$ cat src/cbo_pkg.sv
// Shared constants and types of the corrected block output scheduler
package cbo_pkg;

  // Block and frame geometry
  localparam int BLK_W      = 272;
  localparam int FRM_BLKS   = 272;
  localparam int DATA_BLKS  = 190;
  localparam int SLOT_FIRST = 29;
  localparam int SLOT_LAST  = 218;
  localparam int NUM_W      = 8;
  localparam int IDX_W      = 9;

  // Time-division of one block period
  localparam int T_HALF_MS  = 9;
  localparam int CLK_NS     = 10;
  localparam int NS_PER_MS  = 1000000;
  localparam int TMR_W      = 20;

  // One block as it sits in the output buffer
  typedef struct packed {
    logic [BLK_W-1:0] data;
    logic [NUM_W-1:0] num;
    logic             vh;
    logic             blk;
    logic             frm;
    logic             err;
    logic             pri;
    logic             head;
  } cbo_entry_t;

  // Whole state of the scheduler
  typedef struct packed {
    logic                 int_n;
    cbo_entry_t           obuf;
    cbo_entry_t           stg;
    logic                 stg_v;
    logic [DATA_BLKS-1:0] fail_cur;
    logic [DATA_BLKS-1:0] fail_prv;
    logic                 any_cur;
    logic                 any_prv;
    logic                 frm_cur;
    logic                 stored;
    logic                 vc_run;
    logic                 vc_fin;
    logic                 vc_start;
    logic [IDX_W-1:0]     rx_idx;
    logic [TMR_W-1:0]     tmr;
    logic                 tarm;
    logic [NUM_W-1:0]     slot;
    logic                 vreq;
  } cbo_state_t;

  localparam cbo_state_t ST_RST = '{int_n: 1'b1, default: '0};

  // True when v lies in lo..hi inclusive
  function automatic logic in_span(input int v, input int lo, input int hi);
    in_span = (v >= lo) && (v <= hi);
  endfunction : in_span

endpackage : cbo_pkg

$ cat src/cbo_pol_if.sv
// Carrier between the scheduler core and its output policy
`timescale 1ns/1ps
interface cbo_pol_if;
  logic int_move;
  logic frame_output_select;
  logic h_ok;
  logic h_blk;
  logic h_frm;
  logic h_par;
  logic v_fin;
  logic v_fail;
  logic v_any;
  logic v_ok;
  logic h_take;
  logic v_arm;
  logic v_take;

  modport core (output int_move, frame_output_select, h_ok, h_blk, h_frm,
                output h_par, v_fin, v_fail, v_any, v_ok,
                input  h_take, v_arm, v_take);
  modport pol  (input  int_move, frame_output_select, h_ok, h_blk, h_frm,
                input  h_par, v_fin, v_fail, v_any, v_ok,
                output h_take, v_arm, v_take);
endinterface : cbo_pol_if

$ cat src/cbo_policy.sv
// Output selection policy for the two mode bits
`timescale 1ns/1ps
module cbo_policy (
  cbo_pol_if.pol p
);
  // Horizontal result: all of them when timing is moved
  assign p.h_take = p.int_move |
                    (p.h_ok & p.h_blk & p.h_frm & ~p.h_par);

  // May a frame slot ask the correction engine at all
  always_comb begin
    if (p.frame_output_select) begin
      p.v_arm = 1'b1;
    end else if (p.int_move) begin
      p.v_arm = p.v_any;
    end else begin
      p.v_arm = p.v_fin & p.v_fail;
    end
  end

  // Default mode keeps only fully repaired blocks
  assign p.v_take = p.v_arm &
                    (p.int_move | p.frame_output_select | p.v_ok);
endmodule : cbo_policy

$ cat src/cbo_sched.sv
// Corrected block output scheduler: output buffer, request and frame slots
//
// How it works
// Each 272-bit block is CRC checked and corrected, then offered.
// Default: offer block only if correct, in both syncs, and data.
// Mode bits may offer horizontal results failing those conditions.
// Frame correction follows when per-block correction leaves errors.
// Default frame output: only data blocks repaired by frame correction.
// Start frame correction only for stored, synced frame with failures.
// Blocks already good are locked against frame correction.
// Default: no frame output unless correction ran; modes may force it.
// One output buffer; every new result overwrites it.
// Request falls low when a buffered block is ready.
// Host reads within about 9ms, or 18ms with per-block only.
// Block period splits into per-block part and frame part.
// One block per request; frame blocks in order, parity skipped.
// Block N result is offered while block N+1 arrives.
// Frame N-1 correction starts at head of frame N.
// 190 frame slots, one per block, from block 29 to 218.
// Slot of an unsent block raises nothing; slots never shift.
// Timing-move and frame-output bits set timing and content; here both bits change content only, the slot timer is the same in every mode.
// Timing moved: failed and parity blocks too; both bits: all 190.
// Timing moved only: frame output only if some block failed.
// Host reads status first and may skip the block.
// Request rises before the buffer is overwritten.
`timescale 1ns/1ps
module cbo_sched #(
  parameter int HALF_CYC = cbo_pkg::T_HALF_MS * cbo_pkg::NS_PER_MS
                           / cbo_pkg::CLK_NS
) (
  input  wire logic                        ref_clk,
  input  wire logic                        rst_n,
  // Mode bits from the host side configuration
  input  wire logic                        int_move,
  input  wire logic                        frame_output_select,
  // Per-block corrector result
  input  wire logic                        hc_done,
  input  wire logic [cbo_pkg::BLK_W-1:0]   hc_data,
  input  wire logic                        hc_ok,
  input  wire logic                        hc_blk_sync,
  input  wire logic                        hc_frm_sync,
  input  wire logic                        hc_parity,
  input  wire logic                        hc_head,
  input  wire logic [cbo_pkg::NUM_W-1:0]   hc_num,
  // Frame correction engine
  output logic                             vc_start,
  input  wire logic                        vc_done,
  input  wire logic [cbo_pkg::NUM_W-1:0]   vc_q_idx,
  output logic                             vc_q_lock,
  output logic                             vc_rd_req,
  output logic [cbo_pkg::NUM_W-1:0]        vc_rd_idx,
  input  wire logic                        vc_rd_valid,
  input  wire logic [cbo_pkg::BLK_W-1:0]   vc_rd_data,
  input  wire logic                        vc_rd_ok,
  // Host side of the output buffer
  input  wire logic                        rd_ack,
  output logic                             int_n,
  output logic [cbo_pkg::BLK_W-1:0]        out_data,
  output logic [cbo_pkg::NUM_W-1:0]        out_num,
  output logic                             out_vh,
  output logic                             out_blk,
  output logic                             out_frm,
  output logic                             out_err,
  output logic                             out_pri,
  output logic                             out_head
);

  localparam logic [cbo_pkg::TMR_W-1:0] HALF_T = HALF_CYC[cbo_pkg::TMR_W-1:0];
  localparam logic [cbo_pkg::TMR_W-1:0] TMR_ONE = 20'h00001;
  localparam logic [cbo_pkg::IDX_W-1:0] IDX_ONE = 9'h001;
  localparam logic [cbo_pkg::IDX_W-1:0] IDX_FULL =
    cbo_pkg::FRM_BLKS[cbo_pkg::IDX_W-1:0];
  localparam logic [cbo_pkg::IDX_W-1:0] IDX_SAT =
    IDX_FULL + IDX_ONE;
  localparam logic [cbo_pkg::IDX_W-1:0] IDX_SLOT0 =
    cbo_pkg::SLOT_FIRST[cbo_pkg::IDX_W-1:0];

  cbo_pkg::cbo_state_t st_ff;
  cbo_pkg::cbo_state_t nxt_st;
  logic [cbo_pkg::IDX_W-1:0] idx;

  cbo_pol_if pol ();

  cbo_policy u_policy (
    .p (pol.pol)
  );

  // Policy inputs from the current block and the previous frame
  assign pol.int_move            = int_move;
  assign pol.frame_output_select = frame_output_select;
  assign pol.h_ok                = hc_ok;
  assign pol.h_blk               = hc_blk_sync;
  assign pol.h_frm               = hc_frm_sync;
  assign pol.h_par               = hc_parity;
  assign pol.v_fin               = st_ff.vc_fin;
  assign pol.v_fail              = cbo_pkg::in_span(int'(st_ff.slot), 0,
                                     cbo_pkg::DATA_BLKS - 1) &&
                                   st_ff.fail_prv[st_ff.slot];
  assign pol.v_any               = st_ff.any_prv;
  assign pol.v_ok                = vc_rd_ok;

  // Next state
  always_comb begin
    nxt_st          = st_ff;
    nxt_st.vc_start = 1'b0;
    nxt_st.vreq     = 1'b0;
    idx             = st_ff.rx_idx;

    // Engine reports the previous frame finished
    if (vc_done) begin
      nxt_st.vc_run = 1'b0;
      nxt_st.vc_fin = 1'b1;
    end

    // Second half of a block period hosts the frame slot
    if (st_ff.tarm) begin
      if (st_ff.tmr != '0) begin
        nxt_st.tmr = st_ff.tmr - TMR_ONE;
      end else begin
        nxt_st.tarm = 1'b0;
        nxt_st.vreq = pol.v_arm;
      end
    end

    // Block bookkeeping on each per-block result
    if (hc_done) begin
      if (hc_head) begin
        idx = IDX_ONE;
      end else if (st_ff.rx_idx != IDX_SAT) begin
        idx = st_ff.rx_idx + IDX_ONE;
      end
      nxt_st.rx_idx = idx;
      if (hc_head) begin
        // Previous frame becomes the one under frame correction
        nxt_st.stored   = (st_ff.rx_idx == IDX_FULL);
        nxt_st.fail_prv = st_ff.fail_cur;
        nxt_st.any_prv  = st_ff.any_cur;
        nxt_st.fail_cur = '0;
        nxt_st.any_cur  = 1'b0;
        nxt_st.frm_cur  = 1'b1;
        nxt_st.vc_fin   = 1'b0;
        if ((st_ff.rx_idx == IDX_FULL) && st_ff.frm_cur &&
            st_ff.any_cur) begin
          nxt_st.vc_start = 1'b1;
          nxt_st.vc_run   = 1'b1;
        end
      end
      if (!hc_frm_sync) begin
        nxt_st.frm_cur = 1'b0;
      end
      if (!hc_ok && !hc_parity &&
          cbo_pkg::in_span(int'(hc_num), 0, cbo_pkg::DATA_BLKS - 1)) begin
        nxt_st.any_cur          = 1'b1;
        nxt_st.fail_cur[hc_num] = 1'b1;
      end
      // Fixed slot per received block, never pulled earlier
      if (cbo_pkg::in_span(int'(idx), cbo_pkg::SLOT_FIRST,
                           cbo_pkg::SLOT_LAST)) begin
        nxt_st.tarm = 1'b1;
        nxt_st.tmr  = HALF_T - TMR_ONE;
        nxt_st.slot = 8'(idx - IDX_SLOT0);
      end
    end

    // Host acknowledge ends the request
    if (rd_ack) begin
      nxt_st.int_n = 1'b1;
    end

    // Stage drains into the buffer, request high one cycle first
    if (st_ff.stg_v) begin
      if (!st_ff.int_n) begin
        nxt_st.int_n = 1'b1;
      end else begin
        nxt_st.obuf  = st_ff.stg;
        nxt_st.int_n = 1'b0;
        nxt_st.stg_v = 1'b0;
      end
    end

    // New results overwrite the stage
    if (hc_done && pol.h_take) begin
      nxt_st.stg.data = hc_data;
      nxt_st.stg.num  = hc_num;
      nxt_st.stg.vh   = 1'b0;
      nxt_st.stg.blk  = hc_blk_sync;
      nxt_st.stg.frm  = hc_frm_sync;
      nxt_st.stg.err  = ~hc_ok;
      nxt_st.stg.pri  = hc_parity;
      nxt_st.stg.head = hc_head;
      nxt_st.stg_v    = 1'b1;
    end else if (vc_rd_valid && pol.v_take) begin
      nxt_st.stg.data = vc_rd_data;
      nxt_st.stg.num  = st_ff.slot;
      nxt_st.stg.vh   = 1'b1;
      nxt_st.stg.blk  = 1'b1;
      nxt_st.stg.frm  = 1'b1;
      nxt_st.stg.err  = ~vc_rd_ok;
      nxt_st.stg.pri  = 1'b0;
      nxt_st.stg.head = (st_ff.slot == '0);
      nxt_st.stg_v    = 1'b1;
    end
  end

  // State register
  always_ff @(posedge ref_clk) begin
    if (!rst_n) begin
      st_ff <= cbo_pkg::ST_RST;
    end else begin
      st_ff <= nxt_st;
    end
  end

  // Outputs straight from the state
  assign int_n     = st_ff.int_n;
  assign out_data  = st_ff.obuf.data;
  assign out_num   = st_ff.obuf.num;
  assign out_vh    = st_ff.obuf.vh;
  assign out_blk   = st_ff.obuf.blk;
  assign out_frm   = st_ff.obuf.frm;
  assign out_err   = st_ff.obuf.err;
  assign out_pri   = st_ff.obuf.pri;
  assign out_head  = st_ff.obuf.head;
  assign vc_start  = st_ff.vc_start;
  assign vc_rd_req = st_ff.vreq;
  assign vc_rd_idx = st_ff.slot;
  // Good blocks of the previous frame are locked
  assign vc_q_lock = !(cbo_pkg::in_span(int'(vc_q_idx), 0,
                       cbo_pkg::DATA_BLKS - 1) &&
                       st_ff.fail_prv[vc_q_idx]);
endmodule : cbo_sched

$ cat config.mk
export PLATFORM = sky130hd
export DESIGN_NAME = cbo_sched
export DESIGN_NICKNAME = d
export VERILOG_FILES = /design/src/cbo_pkg.sv /design/src/cbo_pol_if.sv /design/src/cbo_policy.sv /design/src/cbo_sched.sv
export SDC_FILE = /design/constraint.sdc
export NUM_CORES = 2
export LEC_CHECK = 0
export ABC_AREA = 1
export BUFFER_PORTS_ARGS = -buffer_cell sky130_fd_sc_hd__clkbuf_2
export CAP_MARGIN = 20
export CORE_ASPECT_RATIO = 0.5
export CORE_MARGIN = 2
export CORE_UTILIZATION = 45
export DETAILED_ROUTE_END_ITERATION = 7
export PLACE_DENSITY = 0.68
export SYNTH_ARGS = -nofsm -noshare
export SYNTH_HDL_FRONTEND = slang
export SYNTH_HIERARCHICAL = 1
export SYNTH_SLANG_ARGS = --single-unit
export TNS_END_PERCENT = 50
$ cat constraint.sdc
create_clock -name ref_clk -period 3.8 [get_ports ref_clk]
set_input_delay 0 -clock ref_clk [delete_from_list [all_inputs] [get_ports ref_clk]]
set_output_delay 0 -clock ref_clk [all_outputs]
set_load 0.02 [all_outputs]
==> run metrics <==
total negative slack=0 ns; drt wl/cell=21.6 um; Initial Utilization=45.6%; Tot GR Track Use=a little over a third; die area=97500 sq um; part of the power in the clock network=38.9%; drt via density=about 5.5; post-route ant nets=0; Setup CP Type=reg2reg; I/O pins=just under 900; Power Dens Cells=471 nW/um^2; number of global-route vias before repair=about 43000; Req. time, crit path=approximately 4.4 ns; clock root cell=clkbuf_16; Synth area leader=dfxtp_1; Int Pwr=about 18 mW; drt pass-1 iters=6; Worst Hold End=st_ff[550]$_SDFFE_PN0P_; crit end category=flop; Reg-to-Reg Start=vc_rd_idx[1]$_SDFFE_PN0P_; Num CTS Buffers=approximately 90; Clk pin slew, worst setup/hold paths=0.07 ns; Max Cap Viol=0; f_max=0.267 GHz; final net count=7496; outcome=finished, final reports clean; largest net degree at the start of global routing=203; slowest stage delay, CP=0.49 ns; number of remaining DRC errors=0; depth of the CTS H-tree=3; clock tree sinks=998; die height=~220 um; HPWL after DPL=119000 um; total power=26.0 mW; maximum VDD drop=296 uV; slowest stage cell, crit path=dfxtp_4; sw power=7.63 mW; Post-Synthesis Cells=5992; crit path cell chain=buf_4, o21ai_0, a21oi_1, o211ai_1, nand2_1, nand3_1, nand2_1, inv_1, nand2_1, nand2_1, nand2_1, nand2_1, nor2_1, nor2_2, nor2_2, nand2_2, nor2_4, buf_12, a22oi_1, nand2_1, nand2_1, inv_1; CTS tree=built; Worst Skew=0.0309 ns; CP arrival=4.37 ns; IO Port Bufs=871; flop2flop setup slack=0.06 ns; Ys Warns=6; final worst-path cycle share=98.4%; Post-synth top flop=dfxtp_1; Post-Syn Area=between 40000 and 50000 sq um; most frequent cell after synthesis=nand2_1; hold path depth=4; final hold vios=0; Util after Layout=59.0%; share of layout cells above drive strength 1=between 15 and 20%; clock buffer depth=3; asr flop ratio synth=0%; Via Count=between 40000 and 50000; Commonest cells post-synth=nand2_1, dfxtp_1, nor2_1; FF+latch count, synth=approximately 1000; Worst-Skew Late Latency=0.71 ns; Final Critical Period=3.74 ns; routability cong.=0.969; WL final=179000 um; maximum fanout along the worst path=99; Rel. slew slack=17.7%; share of power burned in registers=44.2%; Post-synth EDFFs=0; Synth area leaders=dfxtp_1, nand2_1, nor2_1; Comb pwr share=16.8%; post-synth net total=6573; Hold Crit Start=vc_rd_data[109]; most used cell, CP=nand2_1; global-route wire length before repair=263000 um; Die Width=439 um; startpoint types=flop; Min-Delay Path Class=in2reg; R2R cell count=22; sequential fraction of the synthesis area=approximately 47%; Cell Rows=79; Core Footprint=approximately 94000 sq um; Slew @ Worst Pin=1.23 ns; leakage power=24.4 nW; area share of the leading cell type in the synthesized netlist=46.8%; Starting DRT DRC Count=4839; initial antenna violation count=47; global route overflow=0; Sw Share=29.3%; Slew Limit Fails=0; final setup fails=0; syn_area_per_cell=7.12 sq um; Crit Reg-Reg Endpoint=st_ff[575]$_SDFFE_PN0P_; crit path launch=vc_rd_idx[1]$_SDFFE_PN0P_; Area Overhead vs Synth=29.3%; synth unique cells=44
per-layer routing:
metal / global-route usage, % / vias up / part of all wire (%)
li1: - / 21000 / -
met4: 19.8 / 0 / 6.4
met5: 0 / - / 0
met3: 8.16 / 679 / 9.5
met1: 44.4 / 21600 / 40
met2: 54.4 / 2500 / 44
power groups by stage:
stage          clock [mW]  combinational (mW)  sequential (mW)
6_report             10.1                4.37             11.5
5_1_grt              10.7                4.69             11.6
4_1_cts              10.2                4.23             11.5
3_5_place_dp            0                3.69             11.7
3_3_place_gp            0                3.65             11.7
2_1_floorplan           0                2.57             11.6
per-stage QoR:
| stage | instances | setup WS [ns] | cell area [sq um] | hold slack [ns] |
|---|---|---|---|---|
| finish | 8294 | 0.0615 | 55200 | 0.103 |
| global route | 8289 | -0.00803 | 55100 | 0.0912 |
| CTS | 8241 | 0.0159 | 54900 | 0.0513 |
| detailed placement | 7502 | 0.162 | 46000 | 0.254 |
| global placement | 7501 | 0.0856 | 46000 | 0.239 |
| floorplan | 5992 | 0.771 | 42700 | 0.135 |
worst max-delay path, delay by kind of cell, from the launching register on:
kind | cells | cell delay, ns
AO/OA/AOI/OAI | 4 | 0.83
AND/OR/NAND/NOR | 14 | 1.36
buffers and inverters | 4 | 0.82
flip-flops | 1 | 0.49
registers in the layout, summed over array words and instances (netlist names):
name and cells:
out_pri 1, st_ff 699, out_blk 1, out_err 1, pol.v_fin 1, int_n 1, pol.v_any 1, vc_rd_idx 8
vc_start 1, out_vh 1, out_head 1, out_data 272, out_num 8, vc_rd_req 1, out_frm 1
final cells by class:
class	instances	area, sq um
Antenna cell	46	115
Clock buffer	123	2590
Clock inverter	48	648
Fill cell	8539	38300
Inverter	238	943
Multi-Input combinational cell	4047	18100
Sequential cell	998	20000
Tap cell	1255	1570
Timing Repair Buffer	1538	11200
Timing Repair inverter	1	8.76
cells in the final DEF, fill, tap and decap left out, types with 197 or more instances in the layout:
master and n:
clkbuf_2 870, a31oi_1 222, nand3_1 339, a21oi_1 197, nor2_1 903, nand2_1 1586
o21ai_0 558, inv_1 227, dfxtp_1 996, dlygate4sd3_1 568
worst max-delay path by stage:
stage / to / slack (ns)
detailed placement: st_ff[575]$_SDFFE_PN0P_ / 0.16
global route: st_ff[449]$_SDFFE_PN0P_ / -0.008
floorplan: st_ff[698]$_SDFFE_PN0P_ / 0.77
global placement: st_ff[575]$_SDFFE_PN0P_ / 0.09
CTS: st_ff[449]$_SDFFE_PN0P_ / 0.02
finish: st_ff[575]$_SDFFE_PN0P_ / 0.06
logic make-up after synthesis:
logic type | Yosys count | share of synthesized area [%]
and+or+nand+nor | 2908 | 27.0
xor gates and xnor gates | 17 | 0.349
adders and majority gates | 7 | 0.205
DFF | 998 | 46.8
AOI/OAI and AO/OA | 1115 | 14.6
buffers and inverters | 947 | 11.0
repair_timing:
action | in CTS | in global routing
hold endpoints to repair | 396 | 0
gates resized for setup | 0 | 15
buffers inserted | 0 | 4
hold buffers | 568 | 0
setup endpoints to repair | 0 | 115
Note: power is estimated with default switching activity, not from simulation.
